**config.mk**
```make
export PLATFORM = sky130hd
export DESIGN_NAME = utd_txcmd_decoder
export DESIGN_NICKNAME = d
export VERILOG_FILES = /design/src/utd_pkg.sv /design/src/utd_txcmd_decoder.sv
export VERILOG_INCLUDE_DIRS = /design/src
export SDC_FILE = /design/constraint.sdc
export NUM_CORES = 1
export LEC_CHECK = 0
export ABC_CLOCK_PERIOD_IN_PS = 2920
export BUFFER_PORTS_ARGS = -buffer_cell sky130_fd_sc_hd__buf_2
export CORE_MARGIN = 4
export CORE_UTILIZATION = 55
export DETAILED_ROUTE_END_ITERATION = 8
export PLACE_DENSITY_LB_ADDON = 0.3
export RECOVER_POWER = 25
export SKIP_CTS_REPAIR_TIMING = 1
export SLEW_MARGIN = 20
export SYNTH_ARGS = -nofsm -noshare
export SYNTH_HDL_FRONTEND = slang
export SYNTH_SLANG_ARGS = --single-unit
```
**constraint.sdc**
```tcl
create_clock -name clk_sys_in -period 2.92 [get_ports clk_sys_in]
set_input_delay 0.292 -clock clk_sys_in [delete_from_list [all_inputs] [get_ports clk_sys_in]]
set_output_delay 0.292 -clock clk_sys_in [all_outputs]
set_load 0.02 [all_outputs]
```
**src/utd_defines.svh**
```systemverilog
// constants for the transmit-command decoder
`ifndef UTD_DEFINES_SVH
`define UTD_DEFINES_SVH
`define UTD_CODE_MSB 7
`define UTD_CODE_LSB 6
`define UTD_PAY_MSB 5
`define UTD_PAY_LSB 0
`define UTD_PAY_NONE 6'h00
`define UTD_PAY_EXT 6'h2f
`define UTD_PID_MASK 6'h30
`define UTD_PID_MSB 3
`define UTD_PID_LSB 0
`define UTD_CODE_IDLE 2'h0
`define UTD_CODE_TX 2'h1
`define UTD_CODE_WR 2'h2
`define UTD_CODE_RD 2'h3
`define UTD_BYTE_RST 8'h00
`endif

```
**src/utd_pkg.sv**
```systemverilog
// types for the transmit-command decoder
package utd_pkg;
    typedef enum logic [2:0] {
        UTD_CMD_NONE,
        UTD_CMD_NOPID,
        UTD_CMD_PID,
        UTD_CMD_REGW,
        UTD_CMD_EXTW,
        UTD_CMD_REGR,
        UTD_CMD_EXTR,
        UTD_CMD_BAD
    } utd_cmd_t;
    typedef struct packed {
        utd_cmd_t cmd;
        logic [3:0] pid;
        logic [7:0] addr;
        logic ext;
    } utd_dec_t;
endpackage : utd_pkg

```
**src/utd_txcmd_decoder.sv**
```systemverilog
// transmit-command byte decoder on the link data bus
// ==========================================================
// How it works
// - decoder raises nxt on accepting a command; link then sends bytes
// - code 0 payload 0 is idle; nothing happens
// - code 1 payload 0 is a transmit without packet identifier
// - no-pid transmit starts line drive only after next byte accepted
// - code 1 payload 00xxxx is packet transmit, pid from bits 3:0
// - code 2 payload 101111 is extended write; address byte follows
// - code 2 other payload is write with 6-bit immediate address
// - code 3 payload 101111 is extended read; address byte follows
// - code 3 other payload is read with 6-bit immediate address
// ==========================================================
// Limits
// the read turnaround after a register read is left to the bus owner;
// this block only decodes and accepts, it holds no register file
// an illegal byte is flagged and dropped rather than guessed at
// while nxt is high the bus carries data, so no command is taken then
`timescale 1ns/1ps
`include "utd_defines.svh"
module utd_txcmd_decoder
    import utd_pkg::*;
(
    input wire logic clk_sys_in,
    input wire logic rst_in,
    input wire logic clk_en_in,
    // link bus
    input wire logic [7:0] data_in,
    input wire logic dir_in,
    input wire logic stp_in,
    // answers and decoded results
    output logic nxt_out,
    output utd_dec_t cmd_out,
    output logic cmd_valid_out,
    output logic tx_start_out,
    output logic [7:0] tx_byte_out,
    output logic tx_byte_valid_out,
    output logic illegal_out
);
    // ==========================================================
    // decode
    // purely combinational view of the byte now on the bus
    // st_q tracks which byte the link will send next
    typedef enum logic [1:0] {ST_IDLE, ST_ADDR, ST_DATA} st_t;
    st_t st_q, st_d;
    utd_dec_t dec, cmd_q, cmd_d;
    logic [1:0] code;
    logic [5:0] pay;
    logic cv_q, cv_d;
    logic ts_q, ts_d;
    logic tv_q, tv_d;
    logic il_q, il_d;
    logic nxt_q, nxt_d;
    logic started_q, started_d;
    logic take_ok;
    logic [7:0] tb_q, tb_d;

    always_comb begin
        code = data_in[`UTD_CODE_MSB:`UTD_CODE_LSB];
        pay = data_in[`UTD_PAY_MSB:`UTD_PAY_LSB];
        dec = '0;
        dec.cmd = UTD_CMD_NONE;
        case (code)
            `UTD_CODE_IDLE: begin
                // any nonzero payload here is undefined
                dec.cmd = (pay == `UTD_PAY_NONE) ? UTD_CMD_NONE
                                                 : UTD_CMD_BAD;
            end
            `UTD_CODE_TX: begin
                if (pay == `UTD_PAY_NONE) begin
                    dec.cmd = UTD_CMD_NOPID;
                end else if ((pay & `UTD_PID_MASK) == `UTD_PAY_NONE) begin
                    dec.cmd = UTD_CMD_PID;
                    dec.pid = pay[`UTD_PID_MSB:`UTD_PID_LSB];
                end else begin
                    dec.cmd = UTD_CMD_BAD;
                end
            end
            `UTD_CODE_WR: begin
                dec.ext = (pay == `UTD_PAY_EXT);
                dec.cmd = dec.ext ? UTD_CMD_EXTW : UTD_CMD_REGW;
                dec.addr = {2'h0, pay};
            end
            `UTD_CODE_RD: begin
                dec.ext = (pay == `UTD_PAY_EXT);
                dec.cmd = dec.ext ? UTD_CMD_EXTR : UTD_CMD_REGR;
                dec.addr = {2'h0, pay};
            end
            default: dec.cmd = UTD_CMD_BAD;
        endcase
    end

    // ==========================================================
    // sequencing
    // a byte is a command only when the bus faces us and no data phase
    // is under way; nxt still high means the link is driving data
    assign take_ok = !dir_in && !nxt_q;

    // nxt is registered: the command is seen, then accepted one cycle later
    always_comb begin
        st_d = st_q;
        cmd_d = cmd_q;
        cv_d = 1'b0;
        ts_d = 1'b0;
        tv_d = 1'b0;
        il_d = 1'b0;
        nxt_d = 1'b0;
        tb_d = tb_q;
        case (st_q)
            ST_IDLE: begin
                // illegal bytes get no nxt, so the link sees them refused
                if (take_ok && dec.cmd == UTD_CMD_BAD) begin
                    il_d = 1'b1;
                end else if (take_ok && dec.cmd != UTD_CMD_NONE) begin
                    cmd_d = dec;
                    cv_d = 1'b1;
                    nxt_d = 1'b1;
                    // an immediate read goes straight back to idle
                    if (dec.ext) begin
                        st_d = ST_ADDR;
                    end else if (dec.cmd == UTD_CMD_PID ||
                                 dec.cmd == UTD_CMD_NOPID ||
                                 dec.cmd == UTD_CMD_REGW) begin
                        st_d = ST_DATA;
                    end
                    // pid transmit starts at acceptance of the command
                    ts_d = (dec.cmd == UTD_CMD_PID);
                end
            end
            ST_ADDR: begin
                // the address byte is taken on the first edge with nxt high
                nxt_d = 1'b1;
                if (nxt_q) begin
                    cmd_d.addr = data_in;
                    cv_d = 1'b1;
                    st_d = (cmd_q.cmd == UTD_CMD_EXTW) ? ST_DATA : ST_IDLE;
                    nxt_d = (cmd_q.cmd == UTD_CMD_EXTW);
                end
            end
            ST_DATA: begin
                // stop or a bus turn ends the phase; that byte is not kept
                nxt_d = 1'b1;
                if (stp_in || dir_in) begin
                    st_d = ST_IDLE;
                    nxt_d = 1'b0;
                end else if (nxt_q) begin
                    tb_d = data_in;
                    tv_d = 1'b1;
                    // line drive waits for the first accepted data byte
                    if (cmd_q.cmd == UTD_CMD_NOPID && !started_q) begin
                        ts_d = 1'b1;
                    end
                    if (cmd_q.cmd == UTD_CMD_REGW ||
                        cmd_q.cmd == UTD_CMD_EXTW) begin
                        st_d = ST_IDLE;
                        nxt_d = 1'b0;
                    end
                end
            end
            default: st_d = ST_IDLE;
        endcase
    end

    // the clock enable freezes every register, outputs included
    always_ff @(posedge clk_sys_in or posedge rst_in) begin
        if (rst_in) begin
            st_q <= ST_IDLE;
            cmd_q <= '0;
            cv_q <= 1'b0;
            ts_q <= 1'b0;
            tv_q <= 1'b0;
            il_q <= 1'b0;
            nxt_q <= 1'b0;
            tb_q <= `UTD_BYTE_RST;
        end else if (clk_en_in) begin
            st_q <= st_d;
            cmd_q <= cmd_d;
            cv_q <= cv_d;
            ts_q <= ts_d;
            tv_q <= tv_d;
            il_q <= il_d;
            nxt_q <= nxt_d;
            tb_q <= tb_d;
        end
    end

    // ==========================================================
    // line-drive tracking
    // a no-pid transmit may carry many bytes; start must pulse once only,
    // so remember that the first byte has gone out until the bus is idle
    always_comb begin
        started_d = started_q;
        if (st_q == ST_IDLE) begin
            started_d = 1'b0;
        end else if (tv_d) begin
            started_d = 1'b1;
        end
    end

    always_ff @(posedge clk_sys_in or posedge rst_in) begin
        if (rst_in) begin
            started_q <= 1'b0;
        end else if (clk_en_in) begin
            started_q <= started_d;
        end
    end

    // ==========================================================
    // outputs
    // every output is a flop or a straight copy of one

    assign nxt_out = nxt_q;
    assign cmd_out = cmd_q;
    assign cmd_valid_out = cv_q;
    assign tx_start_out = ts_q;
    assign tx_byte_out = tb_q;
    assign tx_byte_valid_out = tv_q;
    assign illegal_out = il_q;
endmodule : utd_txcmd_decoder

```
After elaboration in Yosys (flattened, before gate mapping)
Index checks and enable logic that the tools add are counted.

cells by class
  equal/unequal tests = 19
  muxes and demuxes = 45
  bitwise gates (word level) = 2
  reductions and logical operators = 24

operators by type and width
  operator                                       count
  2-to-1 mux 2 bit                               10
  2-to-1 mux 1 bit                               18
  2-to-1 mux 9 bit                               2
  one-hot mux 8 bit (2 select lines)             1
  zero test 6 bit                                2
  2-to-1 mux 3 bit                               4
  2-to-1 mux 4 bit                               3
  one-hot mux 3 bit (4 select lines)             1
  == test 3 x 2 -> 1 bit, second input constant  3
  != test 3 bit, second input constant           3
  2-to-1 mux 8 bit                               1
  AND reduction 4 bit                            2
  2-to-1 mux 7 bit                               1
  AND reduction 7 bit                            1
  == test 2 bit, second input constant           3
  == test 3 x 1 -> 1 bit, second input constant  2
  == test 3 bit, second input constant           2
  == test 6 bit, second input constant           1
  != test 2 bit, second input constant           3
  one-hot mux 2 bit (3 select lines)             1
  AND reduction 5 bit                            1
  == test 2 x 1 -> 1 bit, second input constant  2
  logical AND 1 bit                              4
  zero test 2 bit                                2
  9 further kinds                                17

storage, ports and cells
  register bits = 32
  bits of input ports = 13
  output and inout port bits = 29
  logic and storage cells = 102

Depth between registers and ports, before layout
  word-level depth = 12
  gate-level depth with buffers = 6

Least setup slack after synthesis
Ideal clock, no wire load.

  path type = register to register
  from = reg nxt_q, in the netlist nxt_out
  to = reg cmd_q (netlist bit cmd_out[13])
  library setup time = 0.122 ns
  data arrival time = 1.611 ns
  slack = 1.188 ns
  stages on the path, launching flop included = 7
  buffers on the path = 1
  clock period less this slack = 1.732 ns
  cells stage by stage = dfrtp_1 or4_4 o21ba_4 nand2_4 buf_6 nand2_1 o21ai_1

between the ends
  longest elaborated chain between the ends = 5

RTL lines
  element                                   RTL line                  source
  start, declared                           utd_txcmd_decoder.sv:53   logic nxt_q, nxt_d;
  start signal, assigned                    utd_txcmd_decoder.sv:182  nxt_q <= nxt_d;
  zero test 1 bit (*)                       utd_txcmd_decoder.sv:97   assign take_ok = !dir_in && !nxt_q;
  logical AND 1 bit (*)                     utd_txcmd_decoder.sv:97
  logical AND 1 bit                         utd_txcmd_decoder.sv:112  if (take_ok && dec.cmd == UTD_CMD_BAD) begin
  NOT 1 bit (no source line)                -
  AND reduction 4 bit (no source line) (*)  -
  end signal, assigned                      utd_txcmd_decoder.sv:177  cmd_q <= cmd_d;
  end, declared                             utd_txcmd_decoder.sv:46   utd_dec_t dec, cmd_q, cmd_d;

Every way passes the cells marked *; elsewhere a longest branch is shown, timed or not.
A chain may end at the register's enable or synchronous reset.

Worst setup path after layout
  from = reg st_q[1]
  to = reg tb_q[6], in the netlist tx_byte_out[6]

between the ends
  longest elaborated chain between the ends = 2

RTL lines
  element                               RTL line                  source
  start, declared                       utd_txcmd_decoder.sv:45   st_t st_q, st_d;
  start signal, assigned                utd_txcmd_decoder.sv:176  st_q <= st_d;
  == test 2 bit                         utd_txcmd_decoder.sv:109  case (st_q)
  AND reduction 4 bit (no source line)  -
  end signal, assigned                  utd_txcmd_decoder.sv:174  tb_q <= `UTD_BYTE_RST;
  end signal, assigned                  utd_txcmd_decoder.sv:183  tb_q <= tb_d;
  end, declared                         utd_txcmd_decoder.sv:56   logic [7:0] tb_q, tb_d;

No other way between the ends.

==> flow_summary.json <==
{
  "pin_count": 42,
  "hold_path.class": "input port to async pin",
  "cts.sinks": 32,
  "grt_max_degree": 18,
  "worstReg2RegStart": "st_q[1]",
  "setup_viol": 0,
  "gp_congestion": 0.868,
  "slew_violations": 0,
  "worstSetupPathType": "flip-flop to flip-flop",
  "wl_um": 3280,
  "diodes": 0,
  "htree_levels": 2,
  "final_util": 0.701,
  "core-area_um2": 2540,
  "power_leakage_nw": 0.905,
  "synth_async_sr_flop_share": 1.00,
  "hpwl_um": 2470,
  "portBuffers": 41,
  "dieArea_um2": 3660,
  "synth-main-ff-cell": "dfrtp_1",
  "crit_required_ns": 3.15,
  "netlist_area_um2": 1520,
  "clk-insertion-delay-late_ns": 0.33,
  "rows": 18,
  "clkSlewWorstSetupHoldPaths_ns": 0.09,
  "use_met3": 0.0681,
  "hold_viol_final": 0,
  "cts.path.max_buffers": 2,
  "top_usage_layer": "met2",
  "fin_crit_sh": 0.701,
  "r2r_setup_slack_ns": 0.87,
  "fmax_mhz": 488,
  "avgRoutedWirePerCell_um": 15.0,
  "worstPathArrival_ns": 2.27,
  "end_kind": "flip-flop",
  "worstMarginPinSlew_ns": 0.865,
  "die_y_um": 60.5,
  "cts_root_buffer": "clkbuf_4",
  "drc_errors": 0,
  "fin_skew_ns": 0.00521,
  "final_common_cell": "buf_2",
  "cts_made_buffers": 5,
  "crit_fanout": 11,
  "drt_pass1_iterations": 4,
  "place_area_um2": 1730,
  "initial_core_util": 0.595,
  "grt-ovfl-total": 0,
  "maxSlewHeadroom": 0.423,
  "fin_crit_ns": 2.05,
  "grt_pass1_wl_um": 5490,
  "grt_util_met1": 0.254,
  "finalInstanceArea_um2": 1780,
  "power.density_nw_per_um2": 649,
  "antenna_found_initial": 0,
  "nets": 201,
  "die_x_um": 60.5,
  "grt_setup_unrepaired": "false",
  "drive_gt1_frac": 0.317,
  "antenna_left": 0,
  "vdd_drop_max_v": 0.000575,
  "ys.warnings.count": 0,
  "drt_iter0_markers": 34,
  "maxCapViolCount": 0,
  "final_cell_mix": "buf_2, dfrtp_1, nand2_1",
  "area_growth_pct": 17.8,
  "use_met2": 0.335,
  "syn_inst": 146,
  "grt_use_total": 0.206,
  "viasPerCell": 5.57,
  "rr_endpoint": "tx_byte_out[6]",
  "total_power_mw": 1.16,
  "syn-num-nets": 159,
  "synth.avg_cell_area_um2": 10.4,
  "synth_cell_types": 37,
  "grt_pass1_vias": 1231,
  "reg2reg_depth": 3,
  "synth-seq-cells": 32,
  "route.vias.total": 1219,
  "seq_area_frac_synth": 0.528,
  "synth_edf_count": 0,
  "start_kind": "flip-flop",
  "status": "finished clean",
  "hold_slack_ns": 0.0156,
  "cts_tree": "built",
  "setup-tns-final_ns": 0,
  "n_fill_cell": 207
}
==> cell type report <==
class / count / area (um^2) / share of cell area
repair buffers: 42 / 209 / 0.117
clock buffers: 7 / 55.1 / 0.0309
multi-input cells: 100 / 648 / 0.363
inverters: 7 / 26.3 / 0.0147
well taps: 30 / 37.5 / 0.0210
clock inverters: 1 / 7.51 / 0.00421
flip-flops and latches: 32 / 801 / 0.449
==> kinds of logic (layout without fill, tap and decap cells) <==
logic type / count (synthesis) / after routing / share of synthesized area
xor gates and xnor gates: 2 / 2 / 0.0116
AOI/OAI and AO/OA: 35 / 35 / 0.160
muxes: 11 / 11 / 0.0809
and+or+nand+nor: 52 / 52 / 0.175
buffers and inverters: 14 / 57 / 0.0438
DFF: 32 / 32 / 0.528
==> power by group <==
part / switching, mW / total [mW] / internal [mW]
Clock: 0.150 / 0.268 / 0.118
Sequential: 0.0518 / 0.564 / 0.512
Combinational: 0.200 / 0.327 / 0.127
Total: 0.402 / 1.16 / 0.757
==> Yosys cell counts (2+ instances only) <==
cell type,number,area [um^2]
a22o_1,4,35.0
buf_2,2,10.0
nor2_1,3,11.3
mux2_1,5,56.3
a21o_1,3,22.5
clkbuf_1,2,7.51
nand2b_1,5,31.3
o31ai_1,2,15.0
o21ai_0,9,45.0
nor3_1,3,15.0
inv_1,7,26.3
mux2_2,5,56.3
nand2_1,26,97.6
xnor2_1,2,17.5
o21ai_1,8,40.0
nor3b_1,2,15.0
dfrtp_1,32,801
a21oi_1,3,15.0
nor4_1,2,12.5
nand3_1,4,20.0
==> worst max path at each step <==
stage / start / end / cells after the start
3_3_place_gp: dir_in / tx_byte_out[4] / 4
3_5_place_dp: st_q[1] / tx_byte_out[5] / 3
4_1_cts: st_q[1] / tx_byte_out[5] / 3
5_1_grt: st_q[1] / tx_byte_out[7] / 3
2_1_floorplan: nxt_out / cmd_out[13] / 6
6_report: st_q[1] / tx_byte_out[6] / 3
==> routing by layer <==
layer	up-vias	part of all wire
met3	6	0.065
met1	576	0.44
met5	-	0
met4	0	0.017
met2	42	0.48
li1	595	-
==> state kept, by name, indices dropped and copies added, names as in the netlist <==
| signal | flops |
|---|---|
| cmd_out | 16 |
| cmd_valid_out | 1 |
| illegal_out | 1 |
| nxt_out | 1 |
| st_q | 2 |
| started_q | 1 |
| tx_byte_out | 8 |
| tx_byte_valid_out | 1 |
| tx_start_out | 1 |
==> critical path: stages (launching register included) <==
cell and delay [ns]:
dfrtp_1 0.45, or3b_1 0.42, nor3_2 0.67, mux2_2 0.41
==> through the flow <==
stage | std cells | worst slack (ns)
after global routing | 219 | 0.792
after CTS | 219 | 0.876
after detailed placement | 211 | 0.889
after floorplan | 146 | 1.19
final | 219 | 0.873
after global placement | 211 | 0.930
No activity file was read; power rests on OpenSTA's default activity.
